### src/gdps_pkg.sv
// package of constants for the duty-cycle power sequencer
// Notes on behaviour
// - sleep keeps supply, stops the navigation engine and powers RF down.
// - an rtc wake-up tick ends each sleep and powers engine and RF back on.
// - no acquisition within 150 s gives 30 s sleep, wake, reset, retry.
// - after reset stay full power until fix, ephemeris and rtc calibration.
// - push-to-fix alternates 29.5 min sleep with 30 s tracking.
// - only one low-power mode active; selecting one cancels the other.
// - low reset in push-to-fix forces reset, hot start up to 8 s, fix, sleep.
// - sentence carries three comma fields, asterisk, checksum, cr lf.
// - mode field 0 selects trickle, 1 selects push-to-fix.
// - duty cycle in tenths of percent, at most 1000, tracking fraction.
// - on time in ms from 200 to 900; larger values refused.
// - checksum is checked before the sentence takes effect.
// - trickle off time is on time times (1 - duty) over duty; period is sum.
// - push-to-fix off period 10 to 7200 s, default 1800 s.
// - push-to-fix wake calibrates rtc, gets ephemeris only when needed.
// - after reset run continuous full power until low-power is commanded.
// - trickle starts once navigation valid; default 800 ms off, 200 ms on.
// - low level on the reset input resets the whole unit.
package gdps_pkg;
   // ========================================
   // clock and time base
   localparam int unsigned CLK_HZ = 250_000_000;
   localparam int unsigned MS_CYCLES = CLK_HZ / 1000;
   // ========================================
   // timing figures
   localparam int unsigned ACQ_TIMEOUT_S = 150;
   localparam int unsigned RETRY_SLEEP_S = 30;
   localparam int unsigned PTF_TRACK_S = 30;
   localparam int unsigned PTF_SLEEP_DS = 17700;
   localparam int unsigned PTF_OFF_DEF_S = 1800;
   localparam int unsigned PTF_OFF_MIN_S = 10;
   localparam int unsigned PTF_OFF_MAX_S = 7200;
   localparam int unsigned HOT_START_S = 8;
   localparam int unsigned RESET_HOLD_MS = 1;
   localparam int unsigned RESET_HOLD_CYC = RESET_HOLD_MS * MS_CYCLES;
   // ========================================
   // sentence fields and defaults
   localparam logic [9:0] ON_MIN_MS = 10'h0C8;
   localparam logic [9:0] ON_MAX_MS = 10'h384;
   localparam logic [9:0] DUTY_MAX = 10'h3E8;
   localparam logic [9:0] ON_DEF_MS = 10'h0C8;
   localparam logic [9:0] DUTY_DEF = 10'h0C8;
   localparam logic [7:0] CH_DOLLAR = 8'h24;
   localparam logic [7:0] CH_COMMA = 8'h2C;
   localparam logic [7:0] CH_STAR = 8'h2A;
   localparam logic [7:0] CH_CR = 8'h0D;
   localparam logic [7:0] CH_LF = 8'h0A;
   localparam logic [7:0] HDR_LEN = 8'h07;
   localparam logic [55:0] HDR_TEXT = 56'h5053_5246_3130_37;
   typedef enum logic [1:0] {GDPS_MODE_CONT, GDPS_MODE_TRICKLE, GDPS_MODE_PTF} gdps_mode_e;
endpackage : gdps_pkg

### src/gdps_sequencer.sv
// duty-cycle power sequencer with configuration sentence decoder
`timescale 1ns/1ns
module gdps_sequencer
#(
   parameter int unsigned MS_CYC = gdps_pkg::MS_CYCLES,
   parameter int unsigned RESET_CYC = gdps_pkg::RESET_HOLD_CYC
)
(
   // clock and reset
   input wire logic clk_i,
   input wire logic rst_i,
   // external pin reset, active low
   input wire logic reset_n_i,
   // serial characters from the uart
   input wire logic rx_valid_i,
   input wire logic [7:0] rx_char_i,
   // navigation status and push-to-fix off period from firmware
   input wire logic nav_fix_i,
   input wire logic eph_complete_i,
   input wire logic eph_needed_i,
   input wire logic rtc_cal_done_i,
   input wire logic ptf_off_valid_i,
   input wire logic [12:0] ptf_off_s_i,
   // power controls and configuration outputs
   output logic engine_on_o,
   output logic rf_on_o,
   output logic rtc_cal_req_o,
   output logic eph_collect_o,
   output logic unit_reset_o,
   output logic [1:0] mode_o,
   output logic [9:0] duty_o,
   output logic [9:0] on_ms_o,
   output logic cfg_err_o
);
   // ========================================
   // millisecond tick
   logic [31:0] div_q;
   logic ms_tick;
   assign ms_tick = (div_q == MS_CYC - 1);
   always_ff @(posedge clk_i or posedge rst_i)
   begin
      if (rst_i) div_q <= '0;
      else div_q <= ms_tick ? '0 : div_q + 32'd1;
   end
   // ========================================
   // pin reset synchroniser, three stages
   logic [2:0] rsn_q;
   logic pin_low_q;
   always_ff @(posedge clk_i or posedge rst_i)
   begin
      if (rst_i)
      begin
         rsn_q <= 3'b111;
         pin_low_q <= 1'b0;
      end
      else
      begin
         rsn_q <= {rsn_q[1:0], reset_n_i};
         if (rsn_q[1] == rsn_q[2]) pin_low_q <= ~rsn_q[2];
      end
   end
   // ========================================
   // sentence parser
   function automatic logic [3:0] hex_val(input logic [7:0] c);
      hex_val = (c >= 8'h41) ? 4'(c - 8'h37) : 4'(c - 8'h30);
   endfunction : hex_val
   function automatic logic is_hex(input logic [7:0] c);
      is_hex = (c >= 8'h30 && c <= 8'h39) || (c >= 8'h41 && c <= 8'h46);
   endfunction : is_hex
   typedef enum logic [2:0] {P_IDLE, P_HDR, P_FLD, P_CK1, P_CK2, P_CR, P_LF} gdps_ps_e;
   gdps_ps_e ps_q;
   logic [7:0] xor_q, hcnt_q, ckv_q;
   logic [1:0] fidx_q;
   logic [12:0] acc_q;
   logic [12:0] f0_q, f1_q;
   logic bad_q;
   logic cfg_load;
   logic [55:0] hdr_sh;
   logic [7:0] hdr_exp;
   logic is_digit;
   logic [12:0] acc_next;
   logic fields_ok;
   assign is_digit = (rx_char_i >= 8'h30) && (rx_char_i <= 8'h39);
   assign acc_next = 13'(acc_q * 13'd10 + 13'(rx_char_i - 8'h30));
   assign hdr_sh = gdps_pkg::HDR_TEXT >> (8 * (gdps_pkg::HDR_LEN - 8'd1 - hcnt_q));
   assign hdr_exp = hdr_sh[7:0];
   assign fields_ok = (f0_q <= 13'd1) && (f1_q <= 13'(gdps_pkg::DUTY_MAX)) && (f1_q != 0)
      && (acc_q >= 13'(gdps_pkg::ON_MIN_MS)) && (acc_q <= 13'(gdps_pkg::ON_MAX_MS));
   // accept only on matching checksum and good fields
   assign cfg_load = rx_valid_i && ps_q == P_LF && rx_char_i == gdps_pkg::CH_LF && !bad_q
      && fidx_q == 2'd2 && fields_ok;
   always_ff @(posedge clk_i or posedge rst_i)
   begin
      if (rst_i)
      begin
         ps_q <= P_IDLE;
         xor_q <= '0;
         hcnt_q <= '0;
         ckv_q <= '0;
         fidx_q <= '0;
         acc_q <= '0;
         f0_q <= '0;
         f1_q <= '0;
         bad_q <= 1'b0;
      end
      else if (rx_valid_i)
      begin
         // a dollar always restarts the sentence
         if (rx_char_i == gdps_pkg::CH_DOLLAR)
         begin
            ps_q <= P_HDR;
            xor_q <= '0;
            hcnt_q <= '0;
            fidx_q <= '0;
            acc_q <= '0;
            bad_q <= 1'b0;
         end
         else
         begin
            unique case (ps_q)
               P_IDLE: ps_q <= P_IDLE;
               P_HDR:
               begin
                  xor_q <= xor_q ^ rx_char_i;
                  if (hcnt_q == gdps_pkg::HDR_LEN)
                     ps_q <= (rx_char_i == gdps_pkg::CH_COMMA) ? P_FLD : P_IDLE;
                  else if (rx_char_i == hdr_exp) hcnt_q <= hcnt_q + 8'd1;
                  else ps_q <= P_IDLE;
               end
               P_FLD:
               begin
                  if (rx_char_i == gdps_pkg::CH_STAR) ps_q <= P_CK1;
                  else
                  begin
                     xor_q <= xor_q ^ rx_char_i;
                     if (rx_char_i == gdps_pkg::CH_COMMA)
                     begin
                        if (fidx_q == 2'd0) f0_q <= acc_q;
                        else if (fidx_q == 2'd1) f1_q <= acc_q;
                        if (fidx_q == 2'd2) bad_q <= 1'b1;
                        else fidx_q <= fidx_q + 2'd1;
                        acc_q <= '0;
                     end
                     else if (is_digit)
                     begin
                        // another digit on 819 or more would wrap the 13-bit accumulator
                        if (acc_q > 13'h0332) bad_q <= 1'b1;
                        acc_q <= acc_next;
                     end
                     else if (rx_char_i != 8'h20) bad_q <= 1'b1;
                  end
               end
               P_CK1:
               begin
                  if (!is_hex(rx_char_i)) bad_q <= 1'b1;
                  ckv_q <= {hex_val(rx_char_i), 4'h0};
                  ps_q <= P_CK2;
               end
               P_CK2:
               begin
                  if (!is_hex(rx_char_i) || {ckv_q[7:4], hex_val(rx_char_i)} != xor_q)
                     bad_q <= 1'b1;
                  ps_q <= P_CR;
               end
               P_CR: ps_q <= (rx_char_i == gdps_pkg::CH_CR) ? P_LF : P_IDLE;
               P_LF: ps_q <= P_IDLE;
            endcase
         end
      end
   end
   // ========================================
   // configuration registers
   logic [1:0] mode_q;
   logic [9:0] duty_q, on_q;
   logic err_q;
   always_ff @(posedge clk_i or posedge rst_i)
   begin
      if (rst_i)
      begin
         mode_q <= gdps_pkg::GDPS_MODE_CONT;
         duty_q <= gdps_pkg::DUTY_DEF;
         on_q <= gdps_pkg::ON_DEF_MS;
         err_q <= 1'b0;
      end
      else if (cfg_load)
      begin
         // one mode register, so a new mode replaces the old
         mode_q <= (f0_q == 13'd0) ? gdps_pkg::GDPS_MODE_TRICKLE : gdps_pkg::GDPS_MODE_PTF;
         duty_q <= f1_q[9:0];
         on_q <= acc_q[9:0];
         err_q <= 1'b0;
      end
      else if (rx_valid_i && ps_q == P_LF) err_q <= 1'b1;
   end
   // off time in ms: on * (1000 - duty) / duty, kept wide as it reaches 899100
   logic [19:0] off_num;
   logic [19:0] off_ms;
   assign off_num = 20'(on_q * 20'(gdps_pkg::DUTY_MAX - duty_q));
   assign off_ms = off_num / 20'(duty_q);
   // off period with range check and default
   logic [12:0] ptf_off;
   assign ptf_off = (ptf_off_valid_i && ptf_off_s_i >= 13'(gdps_pkg::PTF_OFF_MIN_S)
      && ptf_off_s_i <= 13'(gdps_pkg::PTF_OFF_MAX_S)) ? ptf_off_s_i : 13'(gdps_pkg::PTF_OFF_DEF_S);
   // ========================================
   // power sequencer
   typedef enum logic [2:0] {S_INIT, S_TRACK, S_SLEEP, S_RETRY, S_RESET} gdps_ss_e;
   gdps_ss_e ss_q;
   logic [23:0] tmr_q;
   logic wake;
   logic ready;
   logic [23:0] sleep_ms;
   assign ready = nav_fix_i && eph_complete_i && rtc_cal_done_i;
   // 29.5 min sleep when the off period is left at its default
   assign sleep_ms = (mode_q == gdps_pkg::GDPS_MODE_PTF) ?
      ((ptf_off == 13'(gdps_pkg::PTF_OFF_DEF_S)) ? 24'(gdps_pkg::PTF_SLEEP_DS * 100)
      : 24'(ptf_off * 1000)) : 24'(off_ms);
   // rtc wake-up when the sleep count runs out
   assign wake = ms_tick && tmr_q == 24'd0;
   always_ff @(posedge clk_i or posedge rst_i)
   begin
      if (rst_i)
      begin
         ss_q <= S_INIT;
         tmr_q <= '0;
      end
      // pin reset restarts the unit with a hot start
      else if (pin_low_q && ss_q != S_RESET)
      begin
         ss_q <= S_RESET;
         tmr_q <= 24'(RESET_CYC);
      end
      else
      begin
         unique case (ss_q)
            // full power until ready and a low-power mode is set
            S_INIT:
            begin
               if (ms_tick) tmr_q <= tmr_q + 24'd1;
               if (ready && mode_q != gdps_pkg::GDPS_MODE_CONT)
               begin
                  ss_q <= S_SLEEP;
                  tmr_q <= sleep_ms;
               end
               // acquisition timeout leads to a retry sleep
               else if (!nav_fix_i && tmr_q >= 24'(gdps_pkg::ACQ_TIMEOUT_S * 1000))
               begin
                  ss_q <= S_RETRY;
                  tmr_q <= 24'(gdps_pkg::RETRY_SLEEP_S * 1000);
               end
            end
            S_RETRY:
            begin
               if (wake) ss_q <= S_RESET;
               else if (ms_tick) tmr_q <= tmr_q - 24'd1;
               if (wake) tmr_q <= 24'(RESET_CYC);
            end
            S_RESET:
            begin
               if (!pin_low_q && tmr_q == 24'd0)
               begin
                  ss_q <= S_INIT;
                  tmr_q <= '0;
               end
               else if (tmr_q != 24'd0) tmr_q <= tmr_q - 24'd1;
            end
            S_SLEEP:
            begin
               if (mode_q == gdps_pkg::GDPS_MODE_CONT) ss_q <= S_INIT;
               else if (wake)
               begin
                  ss_q <= S_TRACK;
                  tmr_q <= (mode_q == gdps_pkg::GDPS_MODE_PTF) ?
                     24'(gdps_pkg::PTF_TRACK_S * 1000) : 24'(on_q);
               end
               else if (ms_tick) tmr_q <= tmr_q - 24'd1;
            end
            S_TRACK:
            begin
               // push-to-fix with no ephemeris needed: sleep as soon as calibrated
               if (wake || (mode_q == gdps_pkg::GDPS_MODE_PTF && !eph_needed_i
                  && rtc_cal_done_i))
               begin
                  ss_q <= S_SLEEP;
                  tmr_q <= sleep_ms;
               end
               else if (ms_tick) tmr_q <= tmr_q - 24'd1;
            end
            default: ss_q <= S_INIT;
         endcase
      end
   end
   // ========================================
   // registered outputs
   always_ff @(posedge clk_i or posedge rst_i)
   begin
      if (rst_i)
      begin
         engine_on_o <= 1'b0;
         rf_on_o <= 1'b0;
         rtc_cal_req_o <= 1'b0;
         eph_collect_o <= 1'b0;
         unit_reset_o <= 1'b1;
         mode_o <= gdps_pkg::GDPS_MODE_CONT;
         duty_o <= gdps_pkg::DUTY_DEF;
         on_ms_o <= gdps_pkg::ON_DEF_MS;
         cfg_err_o <= 1'b0;
      end
      else
      begin
         // sleep states shut engine and RF, supply stays on
         engine_on_o <= (ss_q == S_INIT) || (ss_q == S_TRACK);
         rf_on_o <= (ss_q == S_INIT) || (ss_q == S_TRACK);
         rtc_cal_req_o <= ss_q == S_TRACK && mode_q == gdps_pkg::GDPS_MODE_PTF;
         eph_collect_o <= ss_q == S_TRACK && mode_q == gdps_pkg::GDPS_MODE_PTF && eph_needed_i;
         unit_reset_o <= ss_q == S_RESET;
         mode_o <= mode_q;
         duty_o <= duty_q;
         on_ms_o <= on_q;
         cfg_err_o <= err_q;
      end
   end
endmodule : gdps_sequencer

### config.mk
export PLATFORM = sky130hd
export DESIGN_NAME = gdps_sequencer
export DESIGN_NICKNAME = d
export VERILOG_FILES = /design/src/gdps_pkg.sv /design/src/gdps_sequencer.sv
export SDC_FILE = /design/constraint.sdc
export NUM_CORES = 1
export LEC_CHECK = 0
export ABC_AREA = 1
export ABC_CLOCK_PERIOD_IN_PS = 54900
export BUFFER_PORTS_ARGS = -buffer_cell sky130_fd_sc_hd__buf_2
export CORE_MARGIN = 2
export CORE_UTILIZATION = 60
export DETAILED_ROUTE_END_ITERATION = 6
export GPL_ROUTABILITY_DRIVEN = 0
export PLACE_DENSITY = 0.8
export SYNTH_ARGS = -nofsm -noshare
export SYNTH_HDL_FRONTEND = slang
export SYNTH_SLANG_ARGS = --single-unit
export TNS_END_PERCENT = 5
### constraint.sdc
create_clock -name clk_i -period 54.9 [get_ports clk_i]
set_input_delay 10.98 -clock clk_i [delete_from_list [all_inputs] [get_ports clk_i]]
set_output_delay 10.98 -clock clk_i [all_outputs]
set_load 0.05 [all_outputs]
; Word level (Yosys, flattened, before mapping)
; Cells that the tools add are included.
[totals]
register_bits = 178
in_bits = 30
wordCells = 231
[op_classes]
n_addsub = 11
mul = 3
div = 1
order_cmp = 12
n_eq_ne = 45
shifts = 1
n_mux = 64
n_bitwise = 5
reduce_logical = 63
[op_table]
columns = cell, n
row1 = $mux 24, 11
row2 = $pmux 24 s5, 1
row3 = $mux 13, 6
row4 = $shr 55x32->8 const A, 1
row5 = $mux 8, 6
row6 = $mux 23, 2
row7 = $mux 3, 13
row8 = $add 32x1->32 const B, 1
row9 = $eq 32x18->1 const B, 1
row10 = $mux 32, 1
row11 = $ne 3x3->1 const B, 9
row12 = $le 13x10->1 const B, 2
row13 = $add 24x1->24 const B, 1
row14 = $eq 8x6->1 const B, 3
row15 = $ge 24x18->1 const B, 1
row16 = $logic_and 1x1->1, 24
row17 = $logic_not 24->1, 1
row18 = $reduce_bool 24->1, 1
row19 = $sub 24x1->24 const B, 1
row20 = $div 20x10->20, 1
row21 = $mul 11x11->20, 1
row22 = $mul 13x7->20 const B, 1
row23 = $ne 4x4->1 const B, 5
row24 = $pmux 3 s6, 1
row25 = 59 further kinds, 110

; Depth between registers and ports, before layout
[depth]
depth_word = 10
ltp_mapped = 339

; Least setup slack after synthesis
; OpenSTA, ideal clock, no wires.
[synth_timing]
kind = register -> register
startpoint = register duty_q[0]
endpoint = register tmr_q[0]
arrival_time_ps = 43694
t_required_ps = 54782
path_slack_ps = 11088
path_stages_with_launch = 321
n_path_buf = 17
path_cell_list = dfrtp_1 -> clkbuf_1 -> nor2_1 -> inv_1 -> a21oi_1 -> nor2_1 -> inv_1 -> nor3_1 -> xor2_1 -> inv_1 -> nor2_1 -> fa_1 -> fa_1 -> fa_1 -> fa_1 -> inv_1 -> fa_1 -> inv_1 -> [285 not listed] -> o21ai_0 -> ha_1 -> o21ai_0 -> nand2_1 -> a21o_1 -> a21oi_1 -> o221ai_1 -> a21o_1 -> a21oi_1 -> o21ai_0 -> nor3b_1 -> nand4_1 -> nor2_1 -> nand2_1 -> nand3_1 -> nand2_1 -> nand3_1 -> nand2_1
[synth_via]
elab_chain_cells = 7
elab_cells_between_ends = 8
[synth_rtl]
columns = item, line_no
row1 = "start, declared", gdps_sequencer.sv:174  ; logic [9:0] duty_q, on_q;
row2 = "start signal, assigned", gdps_sequencer.sv:181  ; duty_q <= gdps_pkg::DUTY_DEF;
row3 = "start signal, assigned", gdps_sequencer.sv:189  ; duty_q <= f1_q[9:0];
row4 = $sub 10x10->11, gdps_sequencer.sv:198  ; assign off_num = 20'(on_q * 20'(gdps_pkg::DUTY_MAX - duty_q));
row5 = $mul 11x11->20, gdps_sequencer.sv:198
row6 = $div 20x10->20 (*), gdps_sequencer.sv:199  ; assign off_ms = off_num / 20'(duty_q);
row7 = $mux 23 (*), gdps_sequencer.sv:214  ; assign sleep_ms = (mode_q == gdps_pkg::GDPS_MODE_PTF) ?
row8 = $mux 24 (on tied branches), "gdps_sequencer.sv:280, gdps_sequencer.sv:239"
row9 = $pmux 24 s5 (*), gdps_sequencer.sv:234  ; unique case (ss_q)
row10 = $mux 24 (*), gdps_sequencer.sv:227  ; else if (pin_low_q && ss_q != S_RESET)
row11 = "end signal, assigned", gdps_sequencer.sv:230  ; tmr_q <= 24'(RESET_CYC);
row12 = "end signal, assigned", gdps_sequencer.sv:238  ; if (ms_tick) tmr_q <= tmr_q + 24'd1;
row13 = "end signal, assigned", gdps_sequencer.sv:284  ; tmr_q <= sleep_ms;
row14 = "end, declared", gdps_sequencer.sv:208  ; logic [23:0] tmr_q;
; Every way passes the cells marked *; elsewhere a longest branch is shown, timed or not.
; A chain may end at the register's enable or synchronous reset.

; Worst setup path after layout
[layout_timing]
startpoint = register duty_q[5]
endpoint = register tmr_q[0]
; Same word-level chain as after synthesis.

==> out/results.tsv <==
metric	value	unit
arrival	48.76	ns
sequential_element_share_of_the_synthesized_area	17.46	%
synth-edff-count	0	
initial_core_utilization	60.96	%
die-width	210.7	um
rows	75	
critPathBufInv	60	
dpl.cell_count	4228	
clock_tree_from_tritoncts	done	
critical_path.max_stage_delay	0.67	ns
clock_power_share	22.3	%
boundaryPins	58	
finalMaxSlewViolations	0	
critical_path_cell_with_the_highest_stage_delay	dfrtp_1	
holdBufCountCts	0	
synth_compound_area_share	14.98	%
synth_seq_cells	178	
post_synth_xor_area_fraction	6.835	%
drc	0	
dieHeight	210.7	um
post_synth_inst_count	3690	
rsz0062_at_grt	no	
synth_adder_area_share	24.29	%
regArea	4474	um2
finish.cell_count_without_fillers	4260	
max_cap_viol_count	0	
rrSetupSlack	6.49	ns
hold_end	rsn_q[1]	
fin_tns_setup	0	ns
multi_input_area	18270	um2
ys_types	72	
drt_first_pass_iters	6	
worst_clock_skew_on_the_final_layout	0.01296	ns
ir_worst_vdd	0.08124	mV
drt-wirelength-per-cell	15.85	um
path_max_fanout	21	
antenna_found_initial	0	
power_spent_charging_and_discharging_nets	231.9	uW
flow.area_growth_from_synthesis	5.254	%
postSynth.asyncResetShare	100.0	%
post-synth-top-count-cell	nand2_1	
number_of_buffers_added_for_setup_after_cts	0	
capture_instance_of_the_worst_register_to_register_path	tmr_q[0]	
netlist.top_cell.by_area	dfrtp_1	
drt-vias-per-instance	5.693	
timing.hold.worst.start	rsn_q[0]	
worst-slew-pin-transition	1.099	ns
final-setup-viol-count	0	
p_sw_share	41.97	%
number_of_clock_sinks_seen_by_cts	178	
synthMuxAreaShare	0	%
class_of_the_most_critical_hold_timing_path	register to register	
synth_top_family_by_area	simple AND/OR/NAND/NOR gates	
first_pass_grt_wire_length	112300	um
worst_setup_path_end_kind	register	
synth.cells.most_frequent	nand2_1, inv_1, nor2_1	
post_synthesis_instance_area	25630	um2
clkLatencyLatePin	0.46	ns
grtUsageTotal	31.00	%
finalCriticalPeriod	48.41	ns
grt.overflow.total	0	
number_of_nets_with_antenna_violations_after_routing	0	
clock_tree.htree_level_count	4	
power_leakage	0.01488	uW
port_buffers	57	
nNetsFinal	4166	
cell_class_contributing_the_biggest_share_of_worst_path_delay	compound AO/OA/AOI/OAI gates	
cts.reportedPaths.clkPinSlew	0.08	ns
achievable-frequency	0.02066	GHz
design.core.area	42040	um2
critical_path_required	55.25	ns
grt_pass1_vias	23200	
share_of_layout_cells_above_drive_strength_1	5.563	%
finalCritPeriodShare	88.18	%
run_status	complete, no violations	
clk_root_buffer_cell	clkbuf_16	
tightest_slew_margin_relative_to_the_limit	26.70	%
insertedDiodeCount	0	
syn_area_cell	6.945	um2
synthesis.nets	4148	
detailed_place_hpwl	52780	um
worst_hold_path_cell_count	0	
grt_start_max_net_pins	112	
finalHoldViolCount	0	
first_iter_violations	1895	
crit_path_frequent_cell	nand2_1	
worst_r2r_path_depth	300	
cp_launch_type	register	
cts_inserted_buffers	17	
yosysWarnings	0	
floorplan.die_area	44380	um2
nFillCells	3778	
crit-reg2reg-launch	duty_q[5]	
gate_power_share	50.0	%
post_cts_resize_count	0	
seqPwrFrac	27.7	%
power_density	20.48	nW/um2
vias	24250	
synth_top_area_share	15.82	%
synth-simple-area-share	25.20	%
cellInternalPower	320.6	uW
max-clock-path-buffers	2	
wl	67520	um
synth_area_leaders	dfrtp_1, ha_1, nand2_1, inv_1, fa_1	
synth-main-ff-cell	dfrtp_1	
critPathKind	register to register	
-- routing by layer --
metal / part of all wire [%] / track usage, %
met1: 43 / 40.32
met5: 0 / 0
met2: 46 / 52.59
met4: 3.2 / 11.17
met3: 7.5 / 4.609
-- layout make-up --
class / instances / area share, %
flip-flops and latches: 178 / 16.59
multi-input cells: 2755 / 67.75
clock inverters: 13 / 0.4499
well taps: 539 / 2.500
inverters: 683 / 9.532
repair buffers: 73 / 1.503
clock buffers: 19 / 1.679
-- layout by cell type (no fill, tap or decap), types with 28 or more instances in the layout --
master | Yosys | layout
fa_1 | 116 | 116
dfrtp_1 | 162 | 162
a21oi_1 | 168 | 168
buf_2 | 3 | 57
o21bai_1 | 28 | 28
nor3_1 | 65 | 65
o21ai_0 | 270 | 270
ha_1 | 312 | 312
xnor2_1 | 64 | 64
nand2_1 | 694 | 694
nand3_1 | 205 | 205
xor2_1 | 136 | 136
nor2_1 | 335 | 335
nand4_1 | 66 | 66
inv_1 | 665 | 664
-- state kept, by name, summed over array words and instances (netlist names), 10 cells and up --
register  flops
acc_q        13
div_q        32
duty_o       10
duty_q       10
f0_q         13
f1_q         13
on_ms_o      10
on_q         10
tmr_q        24
-- worst reg2reg max path, delay by kind of cell, from the launching register on --
kind | cells | cell delay, ns
buf+inv | 60 | 6.49
fa+ha+maj | 26 | 9.22
compound gates | 109 | 19.60
flops | 1 | 0.67
simple gates | 105 | 12.39
-- power groups by stage --
stage | logic [uW] | clock network, uW | registers, uW
6_report | 276 | 123 | 153
5_1_grt | 316 | 129 | 154
4_1_cts | 277 | 124 | 153
3_5_place_dp | 275 | 0 | 155
3_3_place_gp | 267 | 0 | 155
2_1_floorplan | 218 | 0 | 153
-- cell families (layout without fill, tap and decap cells) --
kind of cell             count (synthesis)  count (layout)
XOR/XNOR                               200             200
adder cells (fa/ha/maj)                428             428
AND/OR/NAND/NOR                       1473            1473
flip-flops                             178             178
AO/OA/AOI/OAI                          654             654
buffers and inverters                  757             788
-- how the worst max path moves through the flow --
stage                    from       end  slack [ns]  cells past startpoint
floorplan           duty_q[0]  tmr_q[0]       11.09                    320
global placement    duty_q[5]  tmr_q[0]        8.86                    299
detailed placement  duty_q[5]  tmr_q[0]        7.12                    300
CTS                 duty_q[5]  tmr_q[0]        6.95                    300
global route        duty_q[5]  tmr_q[0]        0.23                    303
finish              duty_q[5]  tmr_q[0]        6.49                    300
-- through the flow --
step | total power [uW] | hold WS (ns) | cell area, um2 | util [%] | worst slack, ns
after floorplan | 371.0 | 0.3452 | 25630 | - | 11.09
after global placement | 422.4 | 0.3455 | 26400 | 62.79 | 8.856
after detailed placement | 429.8 | 0.3472 | 26400 | 62.79 | 7.121
after CTS | 553.6 | 0.3573 | 26970 | 64.16 | 6.949
after global routing | 599.7 | 0.3600 | 26970 | 64.16 | 0.2278
final | 552.5 | 0.3566 | 26970 | 64.16 | 6.491
No activity file was read; power rests on OpenSTA's default activity.
